[src/rtl/pwr_seq_pkg.sv]
// Purpose: Shared constants and types of the power source and state sequencer
// Assumes: Core clock of 50 MHz, one clock domain
// Notes:   Timing counts are derived from times in their own units
`default_nettype none

package pwr_seq_pkg;
  // ---------------------------------------------------------------------------
  // Clock and timing
  // ---------------------------------------------------------------------------
  localparam int CLK_HZ       = 50000000;             // Core clock rate
  localparam int CLK_MHZ      = CLK_HZ / 1000000;     // Cycles per microsecond
  localparam int SLOW_OSC_HZ  = 32768;                // Timer oscillator rate
  localparam int SLOW_DIV_CYC = CLK_HZ / SLOW_OSC_HZ; // Cycles per timer tick
  localparam int SLOW_W       = 11;                   // Timer tick counter width
  localparam int SEQ_TOTAL_US = 2500;                 // Trigger to boot, in us
  localparam int STAGE_US     = SEQ_TOTAL_US / 2;     // One regulator stage, in us
  localparam int STAGE_CYC    = STAGE_US * CLK_MHZ;   // One stage, in cycles
  localparam int STAGE_W      = 17;                   // Stage counter width

  // ---------------------------------------------------------------------------
  // System clock divider
  // ---------------------------------------------------------------------------
  localparam int         DIV_W         = 7;    // Divider counter width
  localparam logic [2:0] DIV_SEL_RST   = 3'h4; // Divide by 16: 500 kHz
  localparam logic [2:0] TSENS_DIV_SEL = 3'h3; // Fixed sensor divide by 8
  localparam int         GATE_W        = 16;   // Gated peripheral clocks

  // ---------------------------------------------------------------------------
  // Synchronised inputs
  // ---------------------------------------------------------------------------
  localparam int               NSYNC        = 5;     // Number of async inputs
  localparam int               SY_RSTPIN    = 0;     // External reset pin, low active
  localparam int               SY_WAKE      = 1;     // Wake pin, low active
  localparam int               SY_BATT      = 2;     // Battery above minimum
  localparam int               SY_FIELD     = 3;     // Field above minimum
  localparam int               SY_BOD       = 4;     // Always-on rail low
  localparam logic [NSYNC-1:0] SYNC_RST_VAL = 5'h03; // Pins idle high

  // ---------------------------------------------------------------------------
  // Modes and states
  // ---------------------------------------------------------------------------
  typedef enum logic [1:0] {
    LP_SLEEP      = 2'h0,
    LP_DEEP_SLEEP = 2'h1,
    LP_DEEP_PD    = 2'h2
  } lp_mode_t;

  typedef enum logic [7:0] {
    ST_OFF    = 8'h01, // No power or not started
    ST_DIG_UP = 8'h02, // Digital regulator starting
    ST_ANA_UP = 8'h04, // Analog regulator and flash starting
    ST_BOOT   = 8'h08, // Waiting for flash ready
    ST_ACTIVE = 8'h10, // Running
    ST_SLEEP  = 8'h20, // Sleep
    ST_DSLEEP = 8'h40, // Deep sleep
    ST_DPD    = 8'h80  // Deep power-down
  } seq_state_t;
endpackage

`default_nettype wire

[src/rtl/power_source_and_state_sequencer.sv]
// Purpose: Power source selection, power-up sequencing, power states, wake,
//          reset sources, brownout flag and system clock divide and gating
// Assumes: Comparator and pin levels arrive asynchronously; oscillator tick,
//          watchdog, timer and interrupt inputs are on clk
// Notes:
// Notes on behaviour
// - Both sources good: battery powers all domains.
// - Battery low, field present: field powers domains.
// - Battery loss switches to field at once.
// - Battery switch open until reset rise or field.
// - Field switch closes whenever field is present.
// - Battery off command opens switch without field.
// - Auto switch disabled forces battery selection.
// - Enabled brownout raises flag on low rail.
// - Each regulator has its own enable.
// - Flags: 00 active, 10 powerdown, 01 sleep.
// - Timer tick starts digital, then analog stage.
// - Reset releases on regulator and osc; boot after flash.
// - Power-up sequence lasts about 2.5 ms.
// - Field-only power runs the same sequence.
// - Timer tick divider always runs, no disable.
// - System clock is 8 MHz over power of two.
// - Any reset restores the 500 kHz setting.
// - Per-peripheral gating; sensor clock fixed.
// - Reset from pin, watchdog or software request.
// - Deep sleep wake events listed, to active.
// - Powerdown wake events; watchdog does not wake.
// - Mode select chooses sleep, deep sleep, powerdown.
`timescale 1ns/100ps
`default_nettype none

module power_source_and_state_sequencer #(
  parameter int STAGE_CYC = pwr_seq_pkg::STAGE_CYC
) (
  // Clock and reset
  input  wire logic                            clk,
  input  wire logic                            sys_rst,
  // Asynchronous pins and comparators
  input  wire logic                            external_reset_pin_n,
  input  wire logic                            wake_pin,
  input  wire logic                            battery_above_min,
  input  wire logic                            field_above_min,
  input  wire logic                            brownout_low,
  // Same-clock status and events
  input  wire logic                            fast_osc_tick,
  input  wire logic                            fast_osc_stable,
  input  wire logic                            flash_ready,
  input  wire logic                            watchdog_reset,
  input  wire logic                            watchdog_irq,
  input  wire logic                            sw_reset_req,
  input  wire logic                            rtc_match,
  input  wire logic                            start_logic_irq,
  input  wire logic                            irq_pending,
  // Control bits
  input  wire logic                            auto_switch_enable,
  input  wire logic                            battery_off_cmd,
  input  wire logic                            brownout_enable,
  input  wire logic                            lowpower_req,
  input  wire logic [1:0]                      lowpower_mode,
  input  wire logic                            wake_pin_enable,
  input  wire logic                            field_wake_enable,
  input  wire logic                            div_sel_load,
  input  wire logic [2:0]                      div_sel_in,
  input  wire logic [pwr_seq_pkg::GATE_W-1:0]  clock_gate_register,
  // Power switches and regulators
  output logic                                 battery_power_switch,
  output logic                                 field_power_switch,
  output logic                                 domains_from_field,
  output logic                                 digital_regulator_en,
  output logic                                 analog_regulator_en,
  // State flags and resets
  output logic                                 deep_powerdown_flag,
  output logic                                 sleep_flag,
  output logic                                 system_reset,
  output logic                                 boot_enable,
  output logic                                 brownout_irq,
  // Clock enables
  output logic                                 slow_timer_tick,
  output logic                                 sys_clk_en,
  output logic [pwr_seq_pkg::GATE_W-1:0]       periph_clk_en,
  output logic                                 temp_sensor_clk_en
);

  // ---------------------------------------------------------------------------
  // Input synchronisers
  // ---------------------------------------------------------------------------
  logic [pwr_seq_pkg::NSYNC-1:0] async_in;  // Raw asynchronous levels
  logic [pwr_seq_pkg::NSYNC-1:0] filt_q;    // Agreed, filtered levels

  assign async_in = {brownout_low, field_above_min, battery_above_min,
                     wake_pin, external_reset_pin_n};

  // Three stages; value counts once stages two and three agree
  generate
    for (genvar i = 0; i < pwr_seq_pkg::NSYNC; i++) begin : g_sync
      logic s1_q, s2_q, s3_q;  // Chain stages
      logic f_d;               // Next filtered value
      always_comb begin
        f_d = (s2_q == s3_q) ? s3_q : filt_q[i];
      end
      always_ff @(posedge clk) begin
        if (sys_rst) begin
          s1_q      <= pwr_seq_pkg::SYNC_RST_VAL[i];
          s2_q      <= pwr_seq_pkg::SYNC_RST_VAL[i];
          s3_q      <= pwr_seq_pkg::SYNC_RST_VAL[i];
          filt_q[i] <= pwr_seq_pkg::SYNC_RST_VAL[i];
        end else begin
          s1_q      <= async_in[i];
          s2_q      <= s1_q;
          s3_q      <= s2_q;
          filt_q[i] <= f_d;
        end
      end
    end
  endgenerate

  // ---------------------------------------------------------------------------
  // Decoded conditions
  // ---------------------------------------------------------------------------
  logic rst_low;    // Reset pin held low
  logic rst_rise;   // Reset pin released
  logic rf;         // Field present
  logic batt_ok;    // Battery above minimum
  logic wake_low;   // Wake pin pulled low
  logic rstpin_prev_q;

  assign rst_low  = ~filt_q[pwr_seq_pkg::SY_RSTPIN];
  assign rst_rise = filt_q[pwr_seq_pkg::SY_RSTPIN] & ~rstpin_prev_q;
  assign rf       = filt_q[pwr_seq_pkg::SY_FIELD];
  assign batt_ok  = filt_q[pwr_seq_pkg::SY_BATT];
  assign wake_low = ~filt_q[pwr_seq_pkg::SY_WAKE];

  // ---------------------------------------------------------------------------
  // Timer tick divider
  // ---------------------------------------------------------------------------
  logic [pwr_seq_pkg::SLOW_W-1:0] slow_cnt_q, slow_cnt_d; // Tick counter
  logic                           slow_tick;              // Timer tick

  // Free running with no disable input
  always_comb begin
    slow_tick  = (slow_cnt_q == pwr_seq_pkg::SLOW_W'(pwr_seq_pkg::SLOW_DIV_CYC - 1));
    slow_cnt_d = slow_tick ? '0 : slow_cnt_q + 1'b1;
  end

  // ---------------------------------------------------------------------------
  // Source selection
  // ---------------------------------------------------------------------------
  logic armed_q, armed_d;      // Battery switch trigger seen
  logic bat_sw_d, fld_sw_d;    // Next switch states
  logic from_fld_d;            // Next domain source
  logic powered;               // Always-on rail has a source

  // Trigger latch and switch decisions
  always_comb begin
    armed_d = armed_q;
    if (rst_rise || rf) begin
      armed_d = 1'b1;
    end else if (battery_off_cmd) begin
      armed_d = 1'b0;
    end
    bat_sw_d   = armed_d & (~auto_switch_enable | batt_ok);
    fld_sw_d   = rf;
    // Field feeds domains only when battery lost with auto switch on; field always arms
    from_fld_d = rf & (~armed_d | (auto_switch_enable & ~batt_ok));
    powered    = (bat_sw_d & batt_ok) | rf;
  end

  // ---------------------------------------------------------------------------
  // State sequencer
  // ---------------------------------------------------------------------------
  pwr_seq_pkg::seq_state_t         state_q, state_d;  // Power state
  logic [pwr_seq_pkg::STAGE_W-1:0] stage_q, stage_d;  // Stage timer
  logic                            stage_end;         // Stage time reached
  logic                            ds_wake, dpd_wake; // Wake conditions

  always_comb begin
    stage_end = (stage_q == pwr_seq_pkg::STAGE_W'(STAGE_CYC - 1));
    ds_wake   = rst_low | rtc_match | watchdog_irq | watchdog_reset | wake_low
              | (rf & field_wake_enable) | start_logic_irq;
    // Watchdog is not a wake source here
    dpd_wake  = rst_low | rtc_match | (wake_low & wake_pin_enable)
              | (rf & field_wake_enable);
    state_d   = state_q;
    stage_d   = stage_q;
    unique case (state_q)
      pwr_seq_pkg::ST_OFF: begin
        // Timer tick starts the sequence
        if (powered && slow_tick) begin
          state_d = pwr_seq_pkg::ST_DIG_UP;
          stage_d = '0;
        end
      end
      pwr_seq_pkg::ST_DIG_UP: begin
        stage_d = stage_q + 1'b1;
        if (stage_end) begin
          state_d = pwr_seq_pkg::ST_ANA_UP;
          stage_d = '0;
        end
      end
      pwr_seq_pkg::ST_ANA_UP: begin
        stage_d = stage_q + 1'b1;
        if (stage_end) begin
          state_d = pwr_seq_pkg::ST_BOOT;
          stage_d = '0;
        end
      end
      pwr_seq_pkg::ST_BOOT: begin
        // Boot waits for flash
        if (flash_ready) begin
          state_d = pwr_seq_pkg::ST_ACTIVE;
        end
      end
      pwr_seq_pkg::ST_ACTIVE: begin
        // Requested low power mode; spare code acts as sleep
        if (lowpower_req) begin
          if (lowpower_mode == pwr_seq_pkg::LP_DEEP_PD) begin
            state_d = pwr_seq_pkg::ST_DPD;
          end else if (lowpower_mode == pwr_seq_pkg::LP_DEEP_SLEEP) begin
            state_d = pwr_seq_pkg::ST_DSLEEP;
          end else begin
            state_d = pwr_seq_pkg::ST_SLEEP;
          end
        end
      end
      pwr_seq_pkg::ST_SLEEP: begin
        // Any interrupt, pin or watchdog reset ends sleep
        if (irq_pending || ds_wake) begin
          state_d = pwr_seq_pkg::ST_ACTIVE;
        end
      end
      pwr_seq_pkg::ST_DSLEEP: begin
        if (ds_wake) begin
          state_d = pwr_seq_pkg::ST_ACTIVE;
        end
      end
      pwr_seq_pkg::ST_DPD: begin
        // Regulators are off, so restart them
        if (dpd_wake) begin
          state_d = pwr_seq_pkg::ST_DIG_UP;
          stage_d = '0;
        end
      end
      default: begin
        state_d = pwr_seq_pkg::ST_OFF;
        stage_d = '0;
      end
    endcase
    // Loss of every source drops the device
    if (!powered) begin
      state_d = pwr_seq_pkg::ST_OFF;
      stage_d = '0;
    end
  end

  // ---------------------------------------------------------------------------
  // Regulators, flags and resets
  // ---------------------------------------------------------------------------
  logic dig_d, ana_d;       // Next regulator enables
  logic dpd_d, slp_d;       // Next state flags
  logic sysrst_d, boot_d;   // Next reset and boot
  logic bod_d;              // Next brownout flag

  always_comb begin
    dig_d = (state_d != pwr_seq_pkg::ST_OFF) && (state_d != pwr_seq_pkg::ST_DPD);
    ana_d = dig_d && (state_d != pwr_seq_pkg::ST_DIG_UP);
    dpd_d = (state_d == pwr_seq_pkg::ST_DPD);
    slp_d = (state_d == pwr_seq_pkg::ST_SLEEP) || (state_d == pwr_seq_pkg::ST_DSLEEP);
    sysrst_d = ~(dig_d & fast_osc_stable) | rst_low | watchdog_reset | sw_reset_req;
    boot_d = ~sysrst_d & ((state_d == pwr_seq_pkg::ST_ACTIVE) || slp_d);
    bod_d  = brownout_enable & filt_q[pwr_seq_pkg::SY_BOD];
  end

  // ---------------------------------------------------------------------------
  // System clock divider and gating
  // ---------------------------------------------------------------------------
  logic [2:0]                    div_sel_q, div_sel_d; // Divide select
  logic [pwr_seq_pkg::DIV_W-1:0] div_cnt_q, div_cnt_d; // Fast tick counter
  logic [pwr_seq_pkg::DIV_W-1:0] sys_mask, ts_mask;    // Low bits to match

  always_comb begin
    div_sel_d = div_sel_q;
    if (system_reset) begin
      div_sel_d = pwr_seq_pkg::DIV_SEL_RST;
    end else if (div_sel_load) begin
      div_sel_d = div_sel_in;
    end
    div_cnt_d = fast_osc_tick ? div_cnt_q + 1'b1 : div_cnt_q;
    sys_mask  = pwr_seq_pkg::DIV_W'((8'h01 << div_sel_q) - 8'h01);
    ts_mask   = pwr_seq_pkg::DIV_W'((8'h01 << pwr_seq_pkg::TSENS_DIV_SEL) - 8'h01);
    sys_clk_en         = fast_osc_tick & ((div_cnt_q & sys_mask) == '0);
    temp_sensor_clk_en = fast_osc_tick & ((div_cnt_q & ts_mask) == '0);
  end

  // One gated enable per peripheral
  generate
    for (genvar g = 0; g < pwr_seq_pkg::GATE_W; g++) begin : g_gate
      assign periph_clk_en[g] = sys_clk_en & clock_gate_register[g];
    end
  endgenerate

  assign slow_timer_tick = slow_tick;

  // ---------------------------------------------------------------------------
  // Registers
  // ---------------------------------------------------------------------------
  always_ff @(posedge clk) begin
    if (sys_rst) begin
      rstpin_prev_q        <= 1'b1;
      slow_cnt_q           <= '0;
      armed_q              <= 1'b0;
      battery_power_switch <= 1'b0;
      field_power_switch   <= 1'b0;
      domains_from_field   <= 1'b0;
      state_q              <= pwr_seq_pkg::ST_OFF;
      stage_q              <= '0;
      digital_regulator_en <= 1'b0;
      analog_regulator_en  <= 1'b0;
      deep_powerdown_flag  <= 1'b0;
      sleep_flag           <= 1'b0;
      system_reset         <= 1'b1;
      boot_enable          <= 1'b0;
      brownout_irq         <= 1'b0;
      div_sel_q            <= pwr_seq_pkg::DIV_SEL_RST;
      div_cnt_q            <= '0;
    end else begin
      rstpin_prev_q        <= filt_q[pwr_seq_pkg::SY_RSTPIN];
      slow_cnt_q           <= slow_cnt_d;
      armed_q              <= armed_d;
      battery_power_switch <= bat_sw_d;
      field_power_switch   <= fld_sw_d;
      domains_from_field   <= from_fld_d;
      state_q              <= state_d;
      stage_q              <= stage_d;
      digital_regulator_en <= dig_d;
      analog_regulator_en  <= ana_d;
      deep_powerdown_flag  <= dpd_d;
      sleep_flag           <= slp_d;
      system_reset         <= sysrst_d;
      boot_enable          <= boot_d;
      brownout_irq         <= bod_d;
      div_sel_q            <= div_sel_d;
      div_cnt_q            <= div_cnt_d;
    end
  end

  // ---------------------------------------------------------------------------
  // Assertions
  // ---------------------------------------------------------------------------
  property p_both_battery;
    @(posedge clk) disable iff (sys_rst)
    (batt_ok && rf && auto_switch_enable && armed_q) |=> (battery_power_switch && !domains_from_field);
  endproperty
  a_both_battery: assert property (p_both_battery) else $error("battery not chosen");

  property p_field_only;
    @(posedge clk) disable iff (sys_rst)
    (!batt_ok && rf && auto_switch_enable) |=> (domains_from_field && field_power_switch);
  endproperty
  a_field_only: assert property (p_field_only) else $error("field not chosen");

  property p_shelf_open;
    @(posedge clk) disable iff (sys_rst)
    (!armed_q && !rst_rise && !rf) |=> (!battery_power_switch && state_q == pwr_seq_pkg::ST_OFF);
  endproperty
  a_shelf_open: assert property (p_shelf_open) else $error("battery switch closed early");

  property p_field_switch;
    @(posedge clk) disable iff (sys_rst)
    ##1 (field_power_switch == $past(rf));
  endproperty
  a_field_switch: assert property (p_field_switch) else $error("field switch wrong");

  property p_batt_off;
    @(posedge clk) disable iff (sys_rst)
    (battery_off_cmd && !rf && !rst_rise) |=> !battery_power_switch;
  endproperty
  a_batt_off: assert property (p_batt_off) else $error("battery switch stays closed");

  property p_forced_batt;
    @(posedge clk) disable iff (sys_rst)
    (!auto_switch_enable && armed_q && !battery_off_cmd) |=> (battery_power_switch && !domains_from_field);
  endproperty
  a_forced_batt: assert property (p_forced_batt) else $error("forced battery ignored");

  property p_brownout;
    @(posedge clk) disable iff (sys_rst)
    (brownout_enable && filt_q[pwr_seq_pkg::SY_BOD]) |=> brownout_irq;
  endproperty
  a_brownout: assert property (p_brownout) else $error("brownout flag missing");

  property p_flags;
    @(posedge clk) disable iff (sys_rst)
    deep_powerdown_flag |-> (!digital_regulator_en && !analog_regulator_en && !sleep_flag);
  endproperty
  a_flags: assert property (p_flags) else $error("powerdown flag with regulators");

  // Reset only drops together with the regulator, after a stable oscillator
  property p_reset_hold;
    @(posedge clk) disable iff (sys_rst)
    !system_reset |-> (digital_regulator_en && $past(fast_osc_stable));
  endproperty
  a_reset_hold: assert property (p_reset_hold) else $error("reset released early");

  property p_dpd_watchdog;
    @(posedge clk) disable iff (sys_rst)
    (state_q == pwr_seq_pkg::ST_DPD && powered && !rtc_match && !rst_low && !wake_low && !rf)
      |=> (state_q == pwr_seq_pkg::ST_DPD);
  endproperty
  a_dpd_watchdog: assert property (p_dpd_watchdog) else $error("powerdown left without wake");

endmodule

`default_nettype wire

[config.mk]
export PLATFORM = sky130hd
export DESIGN_NAME = power_source_and_state_sequencer
export DESIGN_NICKNAME = d
export VERILOG_FILES = /design/src/rtl/pwr_seq_pkg.sv /design/src/rtl/power_source_and_state_sequencer.sv
export SDC_FILE = /design/constraint.sdc
export NUM_CORES = 1
export LEC_CHECK = 0
export BUFFER_PORTS_ARGS = -buffer_cell sky130_fd_sc_hd__buf_4
export CAP_MARGIN = 20
export CORE_UTILIZATION = 59
export DETAILED_ROUTE_END_ITERATION = 16
export PLACE_DENSITY = 0.88
export REMOVE_ABC_BUFFERS = 1
export SYNTH_ARGS = -nofsm -noshare
export SYNTH_HDL_FRONTEND = slang
export SYNTH_SLANG_ARGS = --single-unit
[constraint.sdc]
create_clock -name clk -period 5.3 [get_ports clk]
set_input_delay 0.265 -clock clk [delete_from_list [all_inputs] [get_ports clk]]
set_output_delay 0.265 -clock clk [all_outputs]
set_load 0.02 [all_outputs]
==> impl_metrics.json, run 1 <==
{
  "stdcell_count": 574,
  "utilization_pct": 75.0,
  "core_sq_um": 5990,
  "cts.repair.resized": 0,
  "die_y_microns": 81.4,
  "cts_tree": "done",
  "fmax_mhz": 386,
  "first_pass_iters": 5,
  "ys_seq_area_share_pct": 42.0,
  "wire_per_inst_microns": 15.1,
  "grt_pass1_wl_microns": 14100,
  "setup_violations": 0,
  "ys_types": 59,
  "path_cells": "nor4_1 -> o21ai_0 -> a221oi_1 -> buf_2 -> and2_1 -> buf_4",
  "num_antenna_cells": 0,
  "synth_seq_cells": 78,
  "seq_power_share_pct": 51.8,
  "worst_pin_slew_ns": 0.563,
  "dp_cells": 557,
  "cap_violations": 0,
  "slew_headroom_pct": 62.1,
  "swShare_pct": 24.2,
  "hpwl_microns": 6230,
  "critPathMaxStageDelay_ns": 0.47,
  "cp_top_family": "compound AO/OA/AOI/OAI gates",
  "timing.critical_path.to_type": "output pin",
  "antenna_found_initial": 0,
  "cts_hold_buf": 0,
  "finalCriticalPeriod_ns": 2.59,
  "fp.dieW_microns": 81.4,
  "cts_setup_buffers": 0,
  "synth_area_sq_um": 3720,
  "post-route-period-util_pct": 48.9,
  "p_comb_share_pct": 8.7,
  "htreeDepth": 3,
  "overflow": 0,
  "syn_inst": 427,
  "cts_root_buffer": "clkbuf_8",
  "setup_tns_ns": 0,
  "ant_nets": 0,
  "powerDensity_nw_per_um2": 258,
  "crit_buf_inv": 2,
  "crit_slowest_cell": "a221oi_1",
  "io_buffers": 72,
  "holdCritPathClass": "primary input to register",
  "async_flop_share_pct": 0,
  "rows": 28,
  "pwr-share-clk_pct": 39.4,
  "start_util_pct": 62.1,
  "synth_ff_type": "dfxtp_1",
  "die-area_sq_um": 6630,
  "final_nets": 545,
  "required_ns": 5.04,
  "worstSetupPathType": "register to output pin",
  "drt_iter0_markers": 156,
  "area_growth_pct": 20.9,
  "maxSlewViolCount": 0,
  "arrival_ns": 2.32,
  "ir_drop_v": 0.000228,
  "avgViaCountPerCell": 5.86,
  "grt_usage_pct": 28.1,
  "finalWeightedCongestion": 0.888,
  "yosysWarnings": 0,
  "drt_wl_total_microns": 8690,
  "hold_violations": 0,
  "cts_sinks": 78,
  "outcome": "completed",
  "synth.avg_cell_area_sq_um": 8.71,
  "intPower_mw": 0.879,
  "path_max_fanout": 14,
  "rsz0062_at_grt": "no",
  "io_pins": 73,
  "grt_pass1_vias": 3072,
  "drive_gt1_share_pct": 20.8,
  "cts_made_buffers": 9,
  "grt_start_max_net_pins": 36,
  "synth_edf_count": 0,
  "leakagePower_nw": 1.75,
  "cts_buffer_depth": 2,
  "path_clk_slew_ns": 0.08,
  "worst_setup_path_start_kind": "register",
  "clock_latency_ns": 0.36,
  "p_sw_mw": 0.280,
  "dr_total_vias": 3365,
  "drc": 0,
  "skew_ns": 0.00651,
  "p_total_mw": 1.16
}
## power groups by stage
stage / Clock, mW / Sequential (mW) / Combinational, mW
global route: 0.491 / 0.602 / 0.111
CTS: 0.464 / 0.601 / 0.101
floorplan: 0 / 0.613 / 0.0468
finish: 0.457 / 0.601 / 0.101
global placement: 0 / 0.614 / 0.0968
detailed placement: 0 / 0.615 / 0.100
## per-stage QoR
stage	cell area [sq um]	setup slack [ns]	hold slack, ns
after floorplan	3650	2.86	0.334
after CTS	4490	2.25	0.0703
final	4500	2.71	0.0808
after detailed placement	4280	2.69	0.397
after global placement	4280	2.95	0.392
after global routing	4500	2.56	0.0741
## worst paths after layout
check	startpoint	endpoint	slack (ns)	depth (start not counted)
max	div_cnt_q[0]	periph_clk_en[10]	2.71	6
min	external_reset_pin_n	g_sync[0].s1_q	0.08	2
max reg2reg	state_q[3]	stage_q[12]	2.77	6
min reg2reg	g_sync[0].s1_q	g_sync[0].s2_q	0.42	1
## cells in the final DEF, fill, tap and decap left out, types with 6 or more instances in the layout
cell / instances
nor2b_1: 16
buf_4: 72
and2_1: 19
a211oi_1: 6
nor3_1: 6
clkbuf_8: 10
or3_1: 7
nor2_1: 45
ha_1: 7
nand4_1: 9
dfxtp_1: 78
nand2_1: 25
xnor2_1: 10
a21oi_1: 19
or2_2: 9
o21ai_0: 16
o211ai_1: 8
nand3_1: 21
inv_1: 16
xor2_1: 15
## worst register-to-register path: stages, from the launching register on
cell and delay (ns):
dfxtp_1 0.36, or4_1 0.60, nor4_1 0.40, o2111a_1 0.52
nand4b_1 0.14, or3_1 0.33, o211ai_1 0.10
## layout make-up
type	instances	area [sq um]
Multi-Input combinational cell	316	2030
Sequential cell	78	1560
Fill cell	411	1500
Timing Repair Buffer	73	546
Clock buffer	10	138
Tap cell	75	93.8
Clock inverter	6	68.8
Inverter	16	60.1
## cells in the mapped netlist, drive strengths merged, types with 2 or more instances
cell     instances  area share [%]
a211oi           6             1.2
a21oi           19             2.6
a221oi           2            0.47
a2bb2oi          2            0.47
and2            19             3.2
and3             5            0.84
and3b            2            0.47
and4b            2            0.54
buf              6            0.77
clkbuf          11             1.1
dfxtp           78              42
ha               7             2.4
inv             16             1.6
mux2i            5             1.3
nand2           25             2.5
nand2b           5            0.84
nand3           21             2.8
nand3b           4            0.81
nand4            9             1.5
nand4b           5             1.2
nor2            45             4.5
nor2b           16             2.7
nor3             6            0.81
nor3b            2            0.54
nor4             7             2.0
nor4b            2            0.47
o2111a           2            0.61
o211ai           8             1.6
o21a             2            0.40
o21ai           18             2.6
o22ai            2            0.34
o31ai            4            0.81
or2              9             1.5
or3              7             1.2
or4              5             1.0
xnor2           10             2.4
xor2            15             3.5
## cells by family after synthesis
logic type / synth area share [%]
multiplexers: 1.35
XOR/XNOR: 5.89
adder cells (fa/ha/maj): 2.35
AND/OR/NAND/NOR: 30.3
AO/OA/AOI/OAI: 14.6
flip-flops: 42.0
buffers and inverters: 3.50
## routing by layer
layer | up-vias | global-route usage (%) | wire length (microns)
met5 | - | 0 | 0
met4 | 0 | 11.6 | 165
met3 | 16 | 7.19 | 631
met2 | 127 | 47.3 | 4300
met1 | 1559 | 33.7 | 3590
li1 | 1663 | - | -
## state kept, by name, summed over array words and instances, names as in the netlist, 5 cells and up
register / flops
g_sync.s2_q: 5
stage_q: 17
g_sync.s3_q: 5
state_q: 8
div_cnt_q: 7
slow_cnt_q: 11
g_sync.s1_q: 5
(Power assumes the default switching activity.)
==> inputs of run 2 (changes only) <==
Settings changed: CORE_UTILIZATION 59 to 50, PLACE_DENSITY 0.88 to 0.79.
Clock period 5.3 ns to 2.2 ns, I/O delays scaled along.
==> run 2 against run 1 <==
Against the previous run:
- the run now ends with negative setup slack left
- non-clock buffer count is 51 higher
- clock skew is 0.0023 ns higher
- register-to-register slack worse by 2.8 ns
- routed wire length up 5.8%
- largest power group unchanged
==> impl_metrics.json, run 2 (synthesis results as in run 1) <==
{
  "io_buffers": 72,
  "die-area_sq_um": 7790,
  "worstSetupPathType": "register to register",
  "overflow": 0,
  "post-route-period-util_pct": 104,
  "io_pins": 73,
  "layout_common_cells": "buf_4, dfxtp_1, nor2_1",
  "htreeDepth": 3,
  "die_y_microns": 88.3,
  "largest_reg_flops": 17,
  "final_common_cell": "buf_4",
  "dr_total_vias": 3537,
  "core_sq_um": 7210,
  "cts_tree": "done",
  "finalCriticalPeriod_ns": 2.28,
  "worst_setup_path_start_kind": "register",
  "timing.critical_path.to_type": "register",
  "dp_cells": 614,
  "cts_root_buffer": "clkbuf_8",
  "required_ns": 2.49,
  "start_util_pct": 51.6,
  "worst_pin_slew_ns": 0.534,
  "ir_drop_v": 0.000540,
  "antenna_found_initial": 0,
  "cts_made_buffers": 9,
  "drive_gt1_share_pct": 28.7,
  "fp.dieW_microns": 88.3,
  "outcome": "complete, but fails checks",
  "largest_registers": "stage_q (17), slow_cnt_q (11), state_q (8)",
  "maxSlewViolCount": 0,
  "grt_start_max_net_pins": 34,
  "slew_headroom_pct": 63.9,
  "violations": "negative setup slack",
  "hold_violations": 0,
  "final_nets": 596,
  "cts_buffer_depth": 2,
  "setup_violations": 4,
  "skew_ns": 0.00879,
  "first_pass_iters": 4,
  "min_from": "watchdog_reset",
  "avgViaCountPerCell": 5.45,
  "path_max_fanout": 4,
  "drt_wl_total_microns": 9200,
  "nFillCells": 579,
  "finalWeightedCongestion": 0.894,
  "r2r_start": "slow_cnt_q[3]",
  "arrival_ns": 2.56,
  "regMostFlops": "stage_q",
  "drc": 0,
  "leakagePower_nw": 2.03,
  "hpwl_microns": 6570,
  "path_clk_slew_ns": 0.08,
  "powerDensity_nw_per_um2": 597,
  "rsz0062_at_grt": "yes",
  "rows": 31,
  "wire_per_inst_microns": 14.2,
  "cap_violations": 0,
  "stdcell_count": 649,
  "cts_sinks": 78,
  "area_growth_pct": 35.1,
  "grt_usage_pct": 24.3,
  "holdCritPathClass": "primary input to register",
  "p_total_mw": 3.00,
  "clock_latency_ns": 0.35,
  "critPathLaunch": "slow_cnt_q[3]",
  "grt_pass1_wl_microns": 14700,
  "ant_nets": 0,
  "drt_iter0_markers": 167,
  "num_antenna_cells": 0,
  "grt_pass1_vias": 3278,
  "setup_ws_ns": -0.0781,
  "fmax_mhz": 439
}
[run 2: changes by cell type in the layout (fill, tap and decap cells not counted), moves of 2 or more]
| cell | change |
|---|---|
| dfxtp_2 | +4 |
| or4_4 | +2 |
| bufinv_16 | +2 |
| buf_6 | +2 |
| or4_1 | -2 |
| dfxtp_1 | -4 |
| dlygate4sd3_1 | +9 |
| buf_4 | +41 |
[run 2: per-stage QoR]
| stage | worst slack (ns) | setup TNS [ns] | hold WS [ns] | instance area, sq um | util [%] |
|---|---|---|---|---|---|
| finish | -0.0781 | -0.156 | 0.0215 | 5030 | 69.7 |
| CTS | 0.0124 | 0 | 0.0104 | 4900 | 67.9 |
| detailed placement | 0.0337 | 0 | 0.298 | 4560 | 63.2 |
| global route | -0.152 | -0.669 | 0.0187 | 5030 | 69.7 |
| global placement | 0.0673 | 0 | 0.298 | 4560 | 63.2 |
| floorplan | -0.105 | -1.68 | 0.179 | 3650 | - |
[run 2: layer usage]
layer,part of all wire [%],global-route usage (%),vias up
met2,50,40.8,117
met1,43,31.4,1651
met3,5.4,4.76,13
met5,0,0,-
met4,1.3,8.06,0
li1,-,-,1756
[run 2: worst max-delay path, stage by stage (launching register included)]
cell and delay [ns]:
dfxtp_2 0.34, or3b_4 0.38, nor4_4 0.39, buf_4 0.19, o21ai_2 0.06, a211o_1 0.32, or4_1 0.41, a21oi_1 0.12
[run 2: path summary, 6_finish.rpt]
check,endpoint,slack (ns),depth (start not counted)
worst max-delay path,stage_q[14],-0.08,7
worst min-delay path,system_reset,0.02,3
worst max register to register,stage_q[14],-0.08,7
worst min register to register,g_sync[0].s2_q,0.41,1
[run 2: what timing repair did]
item	CTS	global route
hold buffers	9	0
endpoints found under the setup margin	0	12
buffers inserted	0	10
gates resized for setup	0	16
endpoints found under the hold margin	8	0
[run 2: power breakdown]
part	switching (mW)	internal (mW)
clock network	0.510	0.782
registers	0.0152	1.43
logic	0.121	0.141
[run 2: final cells by class]
type	instances	area (sq um)	share of cell area, %
Multi-Input combinational cell	316	2070	41.2
Sequential cell	78	1570	31.2
Timing Repair Buffer	124	961	19.1
Clock buffer	10	138	2.74
Tap cell	99	124	2.46
Clock inverter	6	109	2.17
Inverter	16	60.1	1.19
==> inputs of run 3 (changes only) <==
Settings changed: CORE_UTILIZATION 50 to 55, PLACE_DENSITY 0.79 to 0.83.
Clock period 2.2 ns to 2.18 ns, I/O delays scaled along.
==> run 3 against run 2 <==
Against the previous run:
- the flow now finishes without violations
- fmax grew 4.8%
- highest routed layer unchanged
- flip-flop and latch count is the same
- global-route usage grew 4.3 points
- total power shrank 1.7%
==> impl_metrics.json, run 3 (synthesis results as in run 1) <==
{
  "path_max_fanout": 6,
  "cp_top_family": "compound AO/OA/AOI/OAI gates",
  "min_from": "watchdog_reset",
  "grt_use_met2_pct": 49.6,
  "regMostFlops": "stage_q",
  "die-area_sq_um": 7100,
  "rows": 29,
  "overflow": 0,
  "finalCriticalPeriod_ns": 2.17,
  "stdcell_count": 627,
  "wire_per_inst_microns": 16.6,
  "drc": 0,
  "critPathMaxStageDelay_ns": 0.42,
  "path_clk_slew_ns": 0.07,
  "area_growth_pct": 36.9,
  "io_buffers": 72,
  "path_cells": "or3b_4 -> nor4_4 -> o21a_1 -> o21ai_4 -> o41ai_1 -> o211ai_1",
  "cts_sinks": 78,
  "htreeDepth": 3,
  "grt_pass1_vias": 3565,
  "ant_nets": 0,
  "nFillCells": 386,
  "use_met1_pct": 33.9,
  "required_ns": 2.39,
  "largest_reg_flops": 17,
  "clock_latency_ns": 0.35,
  "worst_pin_slew_ns": 0.476,
  "layout_common_cells": "buf_4, dfxtp_1, nor2_1",
  "timing.critical_path.to_type": "register",
  "worst_setup_path_start_kind": "register",
  "powerDensity_nw_per_um2": 579,
  "antenna_found_initial": 0,
  "grt_usage_pct": 28.6,
  "cts_buffer_depth": 2,
  "num_antenna_cells": 0,
  "grt-busiest-layer": "met2",
  "drt_wl_total_microns": 10400,
  "hpwl_microns": 6740,
  "core_sq_um": 6420,
  "dr_total_vias": 3727,
  "skew_ns": 0.00831,
  "leakagePower_nw": 2.04,
  "largest_registers": "stage_q (17), slow_cnt_q (11), state_q (8)",
  "arrival_ns": 2.39,
  "r2r_start": "slow_cnt_q[3]",
  "rsz0062_at_grt": "yes",
  "fmax_mhz": 460,
  "slew_headroom_pct": 68.2,
  "fp.dieW_microns": 84.2,
  "grt_pass1_wl_microns": 16100,
  "crit_slowest_cell": "o41ai_1",
  "finalWeightedCongestion": 0.916,
  "outcome": "completed",
  "holdCritPathClass": "primary input to register",
  "setup_violations": 0,
  "cts_tree": "done",
  "cts_made_buffers": 9,
  "cap_violations": 0,
  "die_y_microns": 84.2,
  "setup_tns_ns": 0,
  "dp_cells": 595,
  "maxSlewViolCount": 0,
  "io_pins": 73,
  "drt_iter0_markers": 292,
  "start_util_pct": 57.9,
  "grt_start_max_net_pins": 35,
  "critPathLaunch": "slow_cnt_q[3]",
  "ir_drop_v": 0.000550,
  "final_nets": 598,
  "drive_gt1_share_pct": 31.3,
  "avgViaCountPerCell": 5.94,
  "final_common_cell": "buf_4",
  "first_pass_iters": 7,
  "worstSetupPathType": "register to register",
  "grt_use_met3_pct": 6.10,
  "post-route-period-util_pct": 99.7,
  "cts_root_buffer": "clkbuf_8",
  "hold_violations": 0,
  "crit_buf_inv": 0
}
==> run 3: cell types whose count changed in the layout (fill, tap and decap cells not counted), moves of 2 or more <==
cell,before,now
buf_4,113,111
nor4_1,4,2
o21ai_1,1,4
clkinv_2,2,0
buf_6,2,6
o21ai_0,15,12
a21oi_2,1,4
nor4_4,2,4
a21oi_1,18,15
==> run 3: final cells by class <==
class	instances	area [sq um]	share of cell area [%]
multi-input combinational	316	2160	42.4
sequential	78	1570	30.8
timing repair buffer	126	991	19.5
clock buffer	11	151	2.97
tap	77	96.3	1.89
clock inverter	3	68.8	1.35
inverter	16	60.1	1.18
==> run 3: routing by layer <==
metal  up-vias  wire length [microns]
met4         0                    322
met1      1781                   4160
met2       156                   5320
met3        35                    618
met5         -                      0
li1       1755                      -
==> run 3: what timing repair did <==
| item | CTS | global route |
|---|---|---|
| setup buffers | 0 | 9 |
| gates resized for setup | 2 | 43 |
| pin swaps | 0 | 28 |
| hold buffers | 9 | 0 |
| endpoints found under the setup margin | 3 | 40 |
| endpoints found under the hold margin | 8 | 0 |
==> run 3: where the power goes <==
| part | switching, mW | internal, mW |
|---|---|---|
| registers | 0.0164 | 1.44 |
| clock network | 0.518 | 0.697 |
| logic | 0.128 | 0.145 |
| total | 0.662 | 2.29 |
==> run 3: tightest hold or removal path, delay by kind of cell <==
family / cells / cell delay [ns]
AND/OR/NAND/NOR: 2 / 0.13
buffers and inverters: 1 / 0.09
==> run 3: final timing paths <==
check | endpoint | cells past startpoint | slack (ns)
setup / recovery | stage_q[12] | 6 | 0.007
hold / removal | system_reset | 3 | 0.02
setup reg to reg | stage_q[12] | 6 | 0.007
hold reg to reg | g_sync[1].s2_q | 1 | 0.42
==> run 3: stage by stage <==
stage	area, sq um	worst slack [ns]	hold slack (ns)	power (mW)	utilization, %
4_1_cts	4880	0.0102	0.00635	2.94	76.0
5_1_grt	5090	-0.0611	0.0417	3.04	79.3
6_report	5090	0.00685	0.0207	2.95	79.3
3_5_place_dp	4560	0.0308	0.299	1.74	71.0
3_3_place_gp	4560	0.0829	0.294	1.73	71.0
2_1_floorplan	3650	-0.125	0.178	1.60	-
